--- src/inc/wct_pkg.sv ---
// Package for the channel-access timing block: types and constants
package wct_pkg;
    localparam int NUM_AC = 4;
    localparam int CNT_W = 16;
    localparam int TSF_W = 64;
    localparam int NAV_W = 16;
    localparam int NUM_TRIG = 2;
    // Slot and microsecond times in ns, cycles derived at 100 MHz
    localparam int CLK_NS = 10;
    localparam int SLOT_NS = 9000;
    localparam int SLOT_CYC = (SLOT_NS + CLK_NS - 1) / CLK_NS;
    localparam int US_NS = 1000;
    localparam int US_CYC = (US_NS + CLK_NS - 1) / CLK_NS;
    // Reset values
    localparam logic [CNT_W-1:0] SIFS_RST = 16'h0640;
    localparam logic [CNT_W-1:0] RIFS_RST = 16'h00c8;
    localparam logic [CNT_W-1:0] CNT_ZERO = 16'h0000;
    localparam logic [TSF_W-1:0] TSF_ZERO = 64'h0;
    localparam logic [TSF_W-1:0] BCN_RST = 64'h0000_0000_0001_9000;

    // Conflict resolution policy
    typedef enum logic [1:0] {
        WCT_POL_HIGH_AC,
        WCT_POL_LOW_AC,
        WCT_POL_ROUND
    } wct_policy_t;

    // Control engine register write
    typedef struct packed {
        logic valid;
        logic [3:0] sel;
        logic [1:0] idx;
        logic [TSF_W-1:0] data;
    } wct_wr_t;

    // Register selectors
    localparam logic [3:0] SEL_SIFS = 4'h0;
    localparam logic [3:0] SEL_RIFS = 4'h1;
    localparam logic [3:0] SEL_BKOFF = 4'h2;
    localparam logic [3:0] SEL_POLICY = 4'h3;
    localparam logic [3:0] SEL_SLEEP = 4'h4;
    localparam logic [3:0] SEL_TSF = 4'h5;
    localparam logic [3:0] SEL_BCN = 4'h6;
    localparam logic [3:0] SEL_TRIG = 4'h7;
    localparam logic [3:0] SEL_NAV = 4'h8;
    localparam logic [3:0] SEL_TBTT = 4'h9;
endpackage : wct_pkg

--- src/rtl/wct_timing.sv ---
// Channel-access timing: interframe timers, backoff, sleep, TSF, NAV
`timescale 1ns/10ps
`default_nettype none
module wct_timing (
    // Clock and reset
    input wire logic clk,
    input wire logic nrst,
    // PHY channel activity and slow clock tick (asynchronous pins)
    input wire logic phy_busy,
    input wire logic slow_tick,
    // Control engine register writes and commands
    input wire wct_pkg::wct_wr_t ctl_wr,
    input wire logic ps_enter,
    input wire logic nav_upd_en,
    input wire logic burst_mode,
    // Received frame information
    input wire logic rx_dur_vld,
    input wire logic [wct_pkg::NAV_W-1:0] rx_dur,
    input wire logic rx_ts_vld,
    input wire logic [wct_pkg::TSF_W-1:0] rx_ts,
    // Transmit engine side
    output logic ifs_go,
    output logic [wct_pkg::NUM_AC-1:0] bk_grant,
    output logic [wct_pkg::NUM_AC-1:0] ac_ready,
    output logic chan_idle,
    // Power save
    output logic mac_clk_en,
    output logic mac_suspended,
    // TSF and NAV outputs
    output logic [wct_pkg::TSF_W-1:0] tsf,
    output logic tbtt_pulse,
    output logic [wct_pkg::NUM_TRIG-1:0] trig_pulse,
    output logic nav_busy
);
    localparam int NA = wct_pkg::NUM_AC;
    localparam int CW = wct_pkg::CNT_W;
    localparam int TW = wct_pkg::TSF_W;

    // Synchronisers for pins
    logic [2:0] busy_s_q;
    logic [2:0] tick_s_q;
    logic busy_q;
    logic tick_prev_q;
    always_ff @(posedge clk or negedge nrst) begin
        if (!nrst) begin
            busy_s_q <= 3'h0;
            tick_s_q <= 3'h0;
            busy_q <= 1'b0;
            tick_prev_q <= 1'b0;
        end else begin
            busy_s_q <= {busy_s_q[1:0], phy_busy};
            tick_s_q <= {tick_s_q[1:0], slow_tick};
            if (busy_s_q[2] == busy_s_q[1]) begin
                busy_q <= busy_s_q[2];
            end
            if (tick_s_q[2] == tick_s_q[1]) begin
                tick_prev_q <= tick_s_q[2];
            end
        end
    end
    logic tick_stable;
    assign tick_stable = (tick_s_q[2] == tick_s_q[1]) ? tick_s_q[2] : tick_prev_q;
    logic slow_edge;
    assign slow_edge = tick_stable & ~tick_prev_q;

    // Control engine registers
    logic [CW-1:0] sifs_q;
    logic [CW-1:0] rifs_q;
    logic [CW-1:0] bk_seed_q [NA];
    logic [NA-1:0] bk_load_q;
    wct_pkg::wct_policy_t policy_q;
    logic [TW-1:0] bcn_int_q;
    logic [TW-1:0] trig_off_q [wct_pkg::NUM_TRIG];
    logic [CW-1:0] sleep_load_q;
    logic sleep_load_vld_q;
    logic nav_wr_q;
    logic [wct_pkg::NAV_W-1:0] nav_wr_val_q;
    logic tsf_wr_q;
    logic tbtt_wr_q;
    logic [TW-1:0] wr_data_q;
    // Register write decode
    always_ff @(posedge clk or negedge nrst) begin
        if (!nrst) begin
            sifs_q <= wct_pkg::SIFS_RST;
            rifs_q <= wct_pkg::RIFS_RST;
            for (int i = 0; i < NA; i++) begin
                bk_seed_q[i] <= wct_pkg::CNT_ZERO;
            end
            bk_load_q <= '0;
            policy_q <= wct_pkg::WCT_POL_HIGH_AC;
            bcn_int_q <= wct_pkg::BCN_RST;
            for (int i = 0; i < wct_pkg::NUM_TRIG; i++) begin
                trig_off_q[i] <= wct_pkg::TSF_ZERO;
            end
            sleep_load_q <= wct_pkg::CNT_ZERO;
            sleep_load_vld_q <= 1'b0;
            nav_wr_q <= 1'b0;
            nav_wr_val_q <= '0;
            tsf_wr_q <= 1'b0;
            tbtt_wr_q <= 1'b0;
            wr_data_q <= wct_pkg::TSF_ZERO;
        end else begin
            bk_load_q <= '0;
            sleep_load_vld_q <= 1'b0;
            nav_wr_q <= 1'b0;
            tsf_wr_q <= 1'b0;
            tbtt_wr_q <= 1'b0;
            wr_data_q <= ctl_wr.data;
            if (ctl_wr.valid) begin
                unique case (ctl_wr.sel)
                    wct_pkg::SEL_SIFS: sifs_q <= ctl_wr.data[CW-1:0];
                    wct_pkg::SEL_RIFS: rifs_q <= ctl_wr.data[CW-1:0];
                    wct_pkg::SEL_BKOFF: begin
                        bk_seed_q[ctl_wr.idx] <= ctl_wr.data[CW-1:0];
                        bk_load_q[ctl_wr.idx] <= 1'b1;
                    end
                    wct_pkg::SEL_POLICY: policy_q <= wct_pkg::wct_policy_t'(ctl_wr.data[1:0]);
                    wct_pkg::SEL_SLEEP: begin
                        sleep_load_q <= ctl_wr.data[CW-1:0];
                        sleep_load_vld_q <= 1'b1;
                    end
                    wct_pkg::SEL_TSF: tsf_wr_q <= 1'b1;
                    wct_pkg::SEL_BCN: bcn_int_q <= ctl_wr.data;
                    wct_pkg::SEL_TRIG: trig_off_q[ctl_wr.idx[0]] <= ctl_wr.data;
                    wct_pkg::SEL_NAV: begin
                        nav_wr_q <= 1'b1;
                        nav_wr_val_q <= ctl_wr.data[wct_pkg::NAV_W-1:0];
                    end
                    wct_pkg::SEL_TBTT: tbtt_wr_q <= 1'b1;
                    default: ;
                endcase
            end
        end
    end

    // NAV timer, counts down in microseconds
    logic [wct_pkg::NAV_W-1:0] nav_q;
    logic [7:0] us_cnt_q;
    logic nav_busy_q;
    always_ff @(posedge clk or negedge nrst) begin
        if (!nrst) begin
            nav_q <= '0;
            us_cnt_q <= 8'h00;
            nav_busy_q <= 1'b0;
        end else begin
            us_cnt_q <= (us_cnt_q == 8'(wct_pkg::US_CYC - 1)) ? 8'h00 : us_cnt_q + 8'h01;
            nav_busy_q <= (nav_q != '0);
            if (nav_wr_q) begin
                nav_q <= nav_wr_val_q;
            end else if (rx_dur_vld && nav_upd_en && rx_dur > nav_q) begin
                nav_q <= rx_dur;
            end else if (nav_q != '0 && us_cnt_q == 8'(wct_pkg::US_CYC - 1)) begin
                nav_q <= nav_q - 1'b1;
            end
        end
    end
    logic med_busy;
    assign med_busy = busy_q | (nav_q != '0);

    // Interframe timer restarted on end of activity
    logic busy_d1_q;
    logic [CW-1:0] ifs_cnt_q;
    logic ifs_run_q;
    logic ifs_go_q;
    logic idle_q;
    always_ff @(posedge clk or negedge nrst) begin
        if (!nrst) begin
            // Reset counts as end of activity so an idle medium gets an IFS
            busy_d1_q <= 1'b1;
            ifs_cnt_q <= wct_pkg::CNT_ZERO;
            ifs_run_q <= 1'b0;
            ifs_go_q <= 1'b0;
            idle_q <= 1'b0;
        end else begin
            busy_d1_q <= med_busy;
            ifs_go_q <= 1'b0;
            if (med_busy) begin
                ifs_run_q <= 1'b0;
                idle_q <= 1'b0;
            end else if (busy_d1_q) begin
                ifs_cnt_q <= burst_mode ? rifs_q : sifs_q;
                ifs_run_q <= 1'b1;
            end else if (ifs_run_q) begin
                if (ifs_cnt_q <= 16'h0001) begin
                    ifs_run_q <= 1'b0;
                    ifs_go_q <= 1'b1;
                    idle_q <= 1'b1;
                end else begin
                    ifs_cnt_q <= ifs_cnt_q - 16'h0001;
                end
            end
        end
    end

    // Slot timer, free-running; slot marked idle only if IFS had elapsed and medium stayed idle all slot
    logic [15:0] slot_cnt_q;
    logic slot_idle_q;
    logic slot_end;
    assign slot_end = (slot_cnt_q == 16'(wct_pkg::SLOT_CYC - 1));
    always_ff @(posedge clk or negedge nrst) begin
        if (!nrst) begin
            slot_cnt_q <= 16'h0000;
            slot_idle_q <= 1'b1;
        end else begin
            slot_cnt_q <= slot_end ? 16'h0000 : slot_cnt_q + 16'h0001;
            if (slot_end) begin
                slot_idle_q <= 1'b1;
            end else if (med_busy || !idle_q) begin
                slot_idle_q <= 1'b0;
            end
        end
    end

    // Backoff engines, one per access category
    logic [CW-1:0] bk_q [NA];
    logic [NA-1:0] bk_act_q;
    logic [NA-1:0] bk_zero;
    always_ff @(posedge clk or negedge nrst) begin
        if (!nrst) begin
            for (int i = 0; i < NA; i++) begin
                bk_q[i] <= wct_pkg::CNT_ZERO;
            end
            bk_act_q <= '0;
        end else begin
            for (int i = 0; i < NA; i++) begin
                if (bk_load_q[i]) begin
                    bk_q[i] <= bk_seed_q[i];
                    bk_act_q[i] <= 1'b1;
                end else if (bk_grant[i]) begin
                    bk_act_q[i] <= 1'b0;
                end else if (bk_act_q[i] && slot_end && slot_idle_q && !med_busy && bk_q[i] != '0) begin
                    bk_q[i] <= bk_q[i] - 16'h0001;
                end
            end
        end
    end
    always_comb begin
        for (int i = 0; i < NA; i++) begin
            bk_zero[i] = bk_act_q[i] && bk_q[i] == '0 && idle_q && !med_busy;
        end
    end

    // Conflict resolution among expired engines
    logic [1:0] rr_q;
    logic [NA-1:0] win;
    always_comb begin
        win = '0;
        unique case (policy_q)
            wct_pkg::WCT_POL_HIGH_AC: begin
                for (int i = 0; i < NA; i++) begin
                    if (bk_zero[i]) win = '0;
                    if (bk_zero[i]) win[i] = 1'b1;
                end
            end
            wct_pkg::WCT_POL_LOW_AC: begin
                for (int i = NA - 1; i >= 0; i--) begin
                    if (bk_zero[i]) win = '0;
                    if (bk_zero[i]) win[i] = 1'b1;
                end
            end
            default: begin
                for (int k = NA - 1; k >= 0; k--) begin
                    if (bk_zero[2'(rr_q + 2'(k))]) begin
                        win = '0;
                        win[2'(rr_q + 2'(k))] = 1'b1;
                    end
                end
            end
        endcase
    end
    logic [NA-1:0] grant_q;
    always_ff @(posedge clk or negedge nrst) begin
        if (!nrst) begin
            grant_q <= '0;
            rr_q <= 2'h0;
        end else begin
            grant_q <= win & ~grant_q;
            if (win != '0) begin
                rr_q <= rr_q + 2'h1;
            end
        end
    end
    assign bk_grant = grant_q;

    // Sleep timer on slow ticks, gates the MAC clock
    logic [CW-1:0] sleep_cnt_q;
    logic [CW-1:0] sleep_dur_q;
    logic asleep_q;
    logic wake_q;
    logic clk_en_q;
    always_ff @(posedge clk or negedge nrst) begin
        if (!nrst) begin
            sleep_cnt_q <= wct_pkg::CNT_ZERO;
            sleep_dur_q <= wct_pkg::CNT_ZERO;
            asleep_q <= 1'b0;
            wake_q <= 1'b0;
            clk_en_q <= 1'b1;
        end else begin
            wake_q <= 1'b0;
            if (sleep_load_vld_q) begin
                sleep_cnt_q <= sleep_load_q;
                sleep_dur_q <= sleep_load_q;
            end else if (!asleep_q && ps_enter && sleep_cnt_q != '0) begin
                asleep_q <= 1'b1;
                clk_en_q <= 1'b0;
            end else if (asleep_q && slow_edge) begin
                if (sleep_cnt_q == 16'h0001) begin
                    asleep_q <= 1'b0;
                    clk_en_q <= 1'b1;
                    wake_q <= 1'b1;
                end
                sleep_cnt_q <= sleep_cnt_q - 16'h0001;
            end
        end
    end

    // TSF, TBTT and offset triggers
    logic [TW-1:0] tsf_q;
    logic [TW-1:0] tbtt_q;
    localparam int NUM_TRIG_W = wct_pkg::NUM_TRIG;
    logic [NUM_TRIG_W-1:0] trig_q;
    logic tbtt_q_p;
    always_ff @(posedge clk or negedge nrst) begin
        if (!nrst) begin
            tsf_q <= wct_pkg::TSF_ZERO;
            tbtt_q <= wct_pkg::BCN_RST;
            trig_q <= '0;
            tbtt_q_p <= 1'b0;
        end else begin
            trig_q <= '0;
            tbtt_q_p <= 1'b0;
            if (tsf_wr_q) begin
                tsf_q <= wr_data_q;
            end else if (rx_ts_vld && nav_upd_en) begin
                tsf_q <= rx_ts;
            end else if (wake_q) begin
                tsf_q <= tsf_q + TW'(sleep_dur_q) * TW'(wct_pkg::US_NS / wct_pkg::CLK_NS);
            end else if (!asleep_q && us_cnt_q == 8'(wct_pkg::US_CYC - 1)) begin
                tsf_q <= tsf_q + 64'h1;
            end
            if (tbtt_wr_q) begin
                tbtt_q <= wr_data_q;
            end else if (tsf_q >= tbtt_q) begin
                tbtt_q <= tbtt_q + bcn_int_q;
                tbtt_q_p <= 1'b1;
            end
            for (int i = 0; i < wct_pkg::NUM_TRIG; i++) begin
                trig_q[i] <= (tsf_q == trig_off_q[i]) && us_cnt_q == 8'h00;
            end
        end
    end

    // Registered status outputs
    logic [NA-1:0] ac_ready_q;
    always_ff @(posedge clk or negedge nrst) begin
        if (!nrst) begin
            ac_ready_q <= '0;
        end else begin
            ac_ready_q <= bk_act_q;
        end
    end
    assign ifs_go = ifs_go_q;
    assign ac_ready = ac_ready_q;
    assign chan_idle = idle_q;
    assign mac_clk_en = clk_en_q;
    assign mac_suspended = asleep_q;
    assign tsf = tsf_q;
    assign tbtt_pulse = tbtt_q_p;
    assign trig_pulse = trig_q;
    assign nav_busy = nav_busy_q;

    // Checks
    bk_hold_a: assert property (@(posedge clk) disable iff (!nrst)
        (med_busy && !(|bk_load_q)) |=> bk_q[0] == $past(bk_q[0])) else $error("backoff moved while busy");
    go_after_ifs_a: assert property (@(posedge clk) disable iff (!nrst)
        ifs_go |-> !$past(med_busy)) else $error("go while busy");
    one_grant_a: assert property (@(posedge clk) disable iff (!nrst)
        $onehot0(bk_grant)) else $error("multiple grants");
    clk_off_a: assert property (@(posedge clk) disable iff (!nrst)
        mac_suspended |-> !mac_clk_en) else $error("clock on while asleep");
    wake_tsf_a: assert property (@(posedge clk) disable iff (!nrst)
        wake_q && !tsf_wr_q && !(rx_ts_vld && nav_upd_en) |=> tsf_q > $past(tsf_q)) else $error("tsf not advanced");
    nav_load_a: assert property (@(posedge clk) disable iff (!nrst)
        rx_dur_vld && nav_upd_en && !nav_wr_q && rx_dur > nav_q |=> nav_q == $past(rx_dur)) else $error("nav not loaded");
    nav_ignore_a: assert property (@(posedge clk) disable iff (!nrst)
        rx_dur_vld && !nav_upd_en && !nav_wr_q && nav_q == '0 |=> nav_q == '0) else $error("nav updated undirected");
    ifs_start_a: assert property (@(posedge clk) disable iff (!nrst)
        !med_busy && busy_d1_q |=> ifs_run_q) else $error("ifs did not start");
endmodule : wct_timing
`default_nettype wire

--- config.mk ---
export PLATFORM = sky130hd
export DESIGN_NAME = wct_timing
export DESIGN_NICKNAME = d
export VERILOG_FILES = /design/src/inc/wct_pkg.sv /design/src/rtl/wct_timing.sv
export SDC_FILE = /design/constraint.sdc
export NUM_CORES = 2
export LEC_CHECK = 0
export BUFFER_PORTS_ARGS = -buffer_cell sky130_fd_sc_hd__buf_2
export CAP_MARGIN = 20
export CORE_ASPECT_RATIO = 1.2
export CORE_MARGIN = 10
export CORE_UTILIZATION = 40
export CTS_BUF_LIST = sky130_fd_sc_hd__clkbuf_4
export DETAILED_ROUTE_END_ITERATION = 7
export PLACE_DENSITY_LB_ADDON = 0.25
export SLEW_MARGIN = 25
export SYNTH_ARGS = -nofsm -noshare
export SYNTH_HDL_FRONTEND = slang
export SYNTH_SLANG_ARGS = --single-unit
--- constraint.sdc ---
create_clock -name clk -period 8 [get_ports clk]
set_input_delay 1.6 -clock clk [delete_from_list [all_inputs] [get_ports clk]]
set_output_delay 1.6 -clock clk [all_outputs]
set_load 0.05 [all_outputs]
### Yosys cells after proc, flatten, opt, wreduce, memory -nomap -nowiden

Cells that the tools add are included.

| word-level totals | value |
|---|---|
| register bits after elaboration | 708 |
| bits in latches | 0 |
| bits in writable memories | 0 |
| bits in read-only memories | 0 |
| output and inout bits | 80 |
| memories kept | 0 |

| operators by class | value |
|---|---|
| add/sub/neg operators | 15 |
| multipliers | 1 |
| divide/modulo/power cells | 0 |
| order comparisons | 17 |
| equality and inequality tests | 24 |
| shift operators | 0 |
| multiplexer cells | 120 |
| bitwise operators | 9 |
| reduce and logical (&&, ||, !) cells | 97 |

Operators by type and width:

| operator | count |
|---|---|
| two-way mux 64 bit | 7 |
| two-way mux 16 bit | 24 |
| bitwise mux 128 bit | 1 |
| equality test 64 bit | 2 |
| subtractor 16 x 1 -> 16 bit (second input constant) | 7 |
| nonzero test 16 bit | 6 |
| adder 64 x 1 -> 64 bit (second input constant) | 1 |
| adder 64 x 23 -> 64 bit | 1 |
| adder 64 bit | 1 |
| bitwise mux 64 bit | 1 |
| demux 64 bit (select 1 bit) | 1 |
| >= comparator 64 bit | 1 |
| zero test 16 bit | 4 |
| two-way mux 1 bit | 60 |
| two-way mux 4 bit | 14 |
| logical AND 1 bit | 45 |
| demux 16 bit (select 2 bit) | 1 |
| nonzero test 2 bit | 16 |
| AND reduction 2 bit | 13 |
| multiplier 16 x 5 -> 21 bit (second input constant) | 1 |
| adder 16 x 1 -> 16 bit (second input constant) | 1 |
| equality test 16 x 1 -> 1 bit (second input constant) | 1 |
| equality test 16 x 10 -> 1 bit (second input constant) | 1 |
| equality test 4 x 3 -> 1 bit (second input constant) | 4 |
| other kinds (37) | 69 |

### Longest topological paths before layout

| depth | value |
|---|---|
| depth after elaboration | 13 |
| gate-level depth with buffers | 28 |
| depth with buffers taken out | 27 |

### Least setup slack after synthesis

No wires, ideal clock.

| path | value |
|---|---|
| kind | reg-to-reg |
| start point | register sleep_dur_q[2] |
| end point | register tsf_q[34], in the netlist tsf[34] |
| data arrival time | 5.394 ns |
| path slack | 2.502 ns |
| cell stages (with the launch flop) | 27 |
| cell sequence | dfrtp_1 -> ha_1 -> ha_1 -> fa_1 -> ha_1 -> a21oi_1 -> nor2_1 -> nor2_1 -> o21bai_1 -> a21oi_1 -> o21ba_2 -> o21ai_0 -> o41ai_1 -> o21bai_1 -> a21oi_1 -> xnor2_1 -> ha_1 -> and3_1 -> a31oi_1 -> nand2_1 -> o21ai_0 -> a31o_2 -> nor2_1 -> buf_2 -> nand4_1 -> xor2_1 -> a221oi_1 |

| on the way | value |
|---|---|
| word-level cells in the longest chain between the ends | 5 |

RTL lines:

| what | line | source |
|---|---|---|
| from (decl) | wct_timing.sv:287 | `logic [CW-1:0] sleep_dur_q;` |
| from (signal assigned) | wct_timing.sv:294 | `sleep_dur_q <= wct_pkg::CNT_ZERO;` |
| from (signal assigned) | wct_timing.sv:302 | `sleep_dur_q <= sleep_load_q;` |
| multiplier 16 x 5 -> 21 bit | wct_timing.sv:337 | `tsf_q <= tsf_q + TW'(sleep_dur_q) * TW'(wct_pkg::US_NS / wct_pkg::CLK_NS);` |
| adder 64 x 23 -> 64 bit | wct_timing.sv:337 |  |
| two-way mux 64 bit | wct_timing.sv:336 | `end else if (wake_q) begin` |
| two-way mux 64 bit | wct_timing.sv:334 | `end else if (rx_ts_vld && nav_upd_en) begin` |
| two-way mux 64 bit | wct_timing.sv:332 | `if (tsf_wr_q) begin` |
| to (signal assigned) | wct_timing.sv:333 | `tsf_q <= wr_data_q;` |
| to (signal assigned) | wct_timing.sv:335 | `tsf_q <= rx_ts;` |
| to (signal assigned) | wct_timing.sv:337 |  |
| to (decl) | wct_timing.sv:318 | `logic [TW-1:0] tsf_q;` |

No other way between the ends.
A chain may end at the register's enable or synchronous reset.

### Worst setup path in the final report

Ends and elaborated chain as after synthesis.

==> results.cfg <==
[outcome]
status = complete, no violations

[synth]
syn-mean-instance-area_um2 = 9.63
xor_and_xnor_area_share_after_synthesis = 0.0753
synth_fa_ha_area_frac = 0.0793
post_synth_and_or_nand_nor_area_fraction = 0.156
post_synth_edffs = 0
synthesis.nets = 4660
synthCells = 4250
synth_top_cells_by_area = dfrtp_1 42%, mux2_2 8.4%, ha_1 7.2%, nand2_1 5.2%, xnor2_1 5.1%
synth_compound_area_frac = 0.127
post-synth-top-area-fraction = 0.424
unique_masters_post_synth = 95
synthDominantAreaCellType = dfrtp_1
yosysMostFrequentCell = dfrtp_1
seq_area_frac_synth = 0.433
async_flop_share = 1.00
synth_top_family_by_area = simple AND/OR/NAND/NOR gates
yosys_register_bits = 708
yosys_most_used_dff = dfrtp_1
synth.cells.most_frequent = 693 x dfrtp_1, 562 x nand2_1, 306 x mux2_2
synthesis.yosys.warnings = 0
mux_cell_area_share_after_synthesis = 0.0911
netlist_area_um2 = 40900

[routing]
ant_nets = 0
drc = 0
routed_wl_um = 135000
avgViaCountPerCell = 5.55
first_iter_violations = 2637
first_pass_iters = 6
drt-wirelength-per-cell_um = 22.3
route.vias.total = 33500

[critical_path]
critical-path-top-delay-family = compound AO/OA/AOI/OAI gates
worstReg2RegStart = sleep_dur_q[2]
worstPathBufferInverterCount = 1
timing.setup.critical_path_class = reg2reg
max_stage_delay_on_crit_path_ns = 0.60
path_cells = ha_1 > ha_1 > fa_1 > ha_1 > a21oi_1 > nor2_1 > nor2_1 > o21bai_1 > a21oi_1 > o21ba_2 > o21ai_0 > o41ai_1 > xnor2_1 > ha_1 > nand2_1 > nor3_1 > a21boi_0 > nor2_1 > a31o_2 > nor2_1 > buf_4 > nand4_1 > xor2_1 > a221oi_1
arrival_ns = 7.45
worstSetupEndpointType = flip-flop
cp.required_ns = 8.99
critPathMaxFanout = 13
worstSetupStartpointType = flip-flop
critical_path.startpoint = sleep_dur_q[2]
worst_path_max_delay_cell = o41ai_1

[clock_tree]
worstSkewPairLatency_ns = 1.15
cts-buffers-inserted = 190
clk_path_buf_depth = 3
clkSinkCount = 708
clock_tree.root_cell = clkbuf_4
cts_max_level = 4
cts.repair.resized = 0
clk_pin_slew_worst_paths_ns = 0.06
post_cts_setup_repair_bufs = 0
cts_hold_repair.buffers = 0
cts_tree = built

[finish]
drive_above_1_share = 0.204
flow.area_growth_from_synthesis_pct = 12.4
finalNetCount = 4921

[floorplan]
core_region_area_um2 = 102000
num_rows = 128
floorplan.die.width_um = 312
fp.dieH_um = 370
die-area_um2 = 116000
num_io_pins = 240
initial_utilization = 0.403

[placed_design]
place.port_buffers = 239
place.gp.congestion = 0.953
place.detailed.hpwl_um = 96500
dp_worst_setup_slack_ns = 1.58

[min_path]
hold_path.startpoint = tick_s_q[0]
min_path_type = reg2reg

[sta]
achievable-frequency_mhz = 155
final.setup.worst_slack_ns = 1.55
max_slew_headroom = 0.247
post-route-min-period_ns = 6.45
grt_setup_unrepaired = no
clock_skew_ns = 0.0798
report.final.slew_viol_count = 0
final_setup_violating_endpoints = 0
hold_viol_final = 0
period_share = 0.807
tightestPinTransition_ns = 1.12
finalSetupTns_ns = 0

[grt]
grt_util_all_layers = 0.228
grt_first_pass_wirelength_um = 204000
first_global_vias = 33300
grt_start_max_net_pins = 140
grt_antenna_before_repair = 22
grt.overflow.total = 0

[power_and_ir_drop]
power_density_nw_per_um2 = 317
power.share.sequential = 0.340
power_leakage_nw = 21.1
p_sw_mw = 5.94
power.clock.fraction = 0.236
internal_power_mw = 8.66
power.ir.vdd_worst_mv = 0.163
sw_frac_of_total = 0.407
comb_power_share = 0.424

[run]
drv.max_cap_violation_count = 0
## cell usage in the layout (no fill, tap or decap), types with 39 or more instances in the layout
| cell | count |
|---|---|
| nor3_1 | 94 |
| mux2_2 | 306 |
| and3_1 | 39 |
| nor2_1 | 238 |
| ha_1 | 237 |
| a21oi_1 | 211 |
| o21ai_0 | 267 |
| clkinv_1 | 40 |
| nand3_1 | 98 |
| nor4_1 | 51 |
| nand4_1 | 73 |
| inv_1 | 200 |
| buf_2 | 238 |
| dfrtp_1 | 691 |
| o21ai_1 | 42 |
| a21o_1 | 67 |
| clkbuf_4 | 289 |
| xnor2_1 | 240 |
| xor2_1 | 112 |
| nand2_1 | 560 |
## logic make-up (layout without fill, tap and decap cells)
family,after synthesis,count (layout)
buffers and inverters,413,826
flip-flops,708,708
AO/OA/AOI/OAI,847,847
AND/OR/NAND/NOR,1346,1346
other,0,9
adder cells (fa/ha/maj),252,252
XOR/XNOR,352,352
multiplexers,332,332
## registers in the layout (all words and copies together), names as in the netlist, 3 cells and up
signal / count
ac_ready: 4
nav_q: 16
rifs_q: 16
sleep_cnt_q: 16
bk_act_q: 4
trig_off_q: 128
sleep_load_q: 16
tbtt_q: 64
tsf: 64
wr_data_q: 64
busy_s_q: 3
tick_s_q: 3
bk_seed_q: 64
ifs_cnt_q: 16
bk_grant: 4
us_cnt_q: 8
bk_q: 64
bk_load_q: 4
slot_cnt_q: 16
sleep_dur_q: 16
nav_wr_val_q: 16
sifs_q: 16
bcn_int_q: 64
## power groups by stage
| stage | clock network (mW) | logic (mW) | registers (mW) |
|---|---|---|---|
| final | 3.45 | 6.19 | 4.96 |
| after global routing | 3.73 | 6.89 | 5.04 |
| after CTS | 3.54 | 6.17 | 4.95 |
| after detailed placement | 0 | 6.14 | 5.01 |
| after global placement | 0 | 6.08 | 4.99 |
| after floorplan | 0 | 4.46 | 4.95 |
## through the flow
stage	hold slack, ns	cell area, um^2	cells	utilization	total power [mW]
final	0.347	46000	6037	0.453	14.6
after global routing	0.372	46000	6033	0.453	15.7
after CTS	0.350	46000	6028	0.453	14.7
after detailed placement	0.336	43400	5684	0.428	11.1
after global placement	0.333	43400	5684	0.428	11.1
after floorplan	0.331	40900	4250	-	9.40
## per-layer routing
| layer | vias to the layer above | part of all wire | global-route usage |
|---|---|---|---|
| met1 | 16500 | 0.44 | 0.301 |
| met5 | - | 0.00058 | 0 |
| met2 | 1119 | 0.46 | 0.364 |
| met4 | 14 | 0.035 | 0.0874 |
| met3 | 270 | 0.068 | 0.0505 |
| li1 | 15600 | - | - |
## path summary, 6_finish.rpt
check | cells past startpoint | slack, ns | to
max reg2reg | 24 | 1.55 | tsf[34]
min reg2reg | 0 | 0.35 | tick_s_q[1]
min | 0 | 0.35 | tick_s_q[1]
max in group asynchronous | 2 | 6.08 | sleep_cnt_q[14]
min in group asynchronous | 1 | 0.50 | slot_cnt_q[7]
max | 24 | 1.55 | tsf[34]
## cell type report
class                           count  area (um^2)
Tap cell                         1365         1710
Timing Repair Buffer              274         1520
Clock inverter                     55          384
Antenna cell                        9         22.5
Multi-Input combinational cell   3129        21700
Inverter                          208          781
Sequential cell                   708        17700
Clock buffer                      289         2170
Fill cell                       10100        55500
No activity file was read; power rests on OpenSTA's default activity.
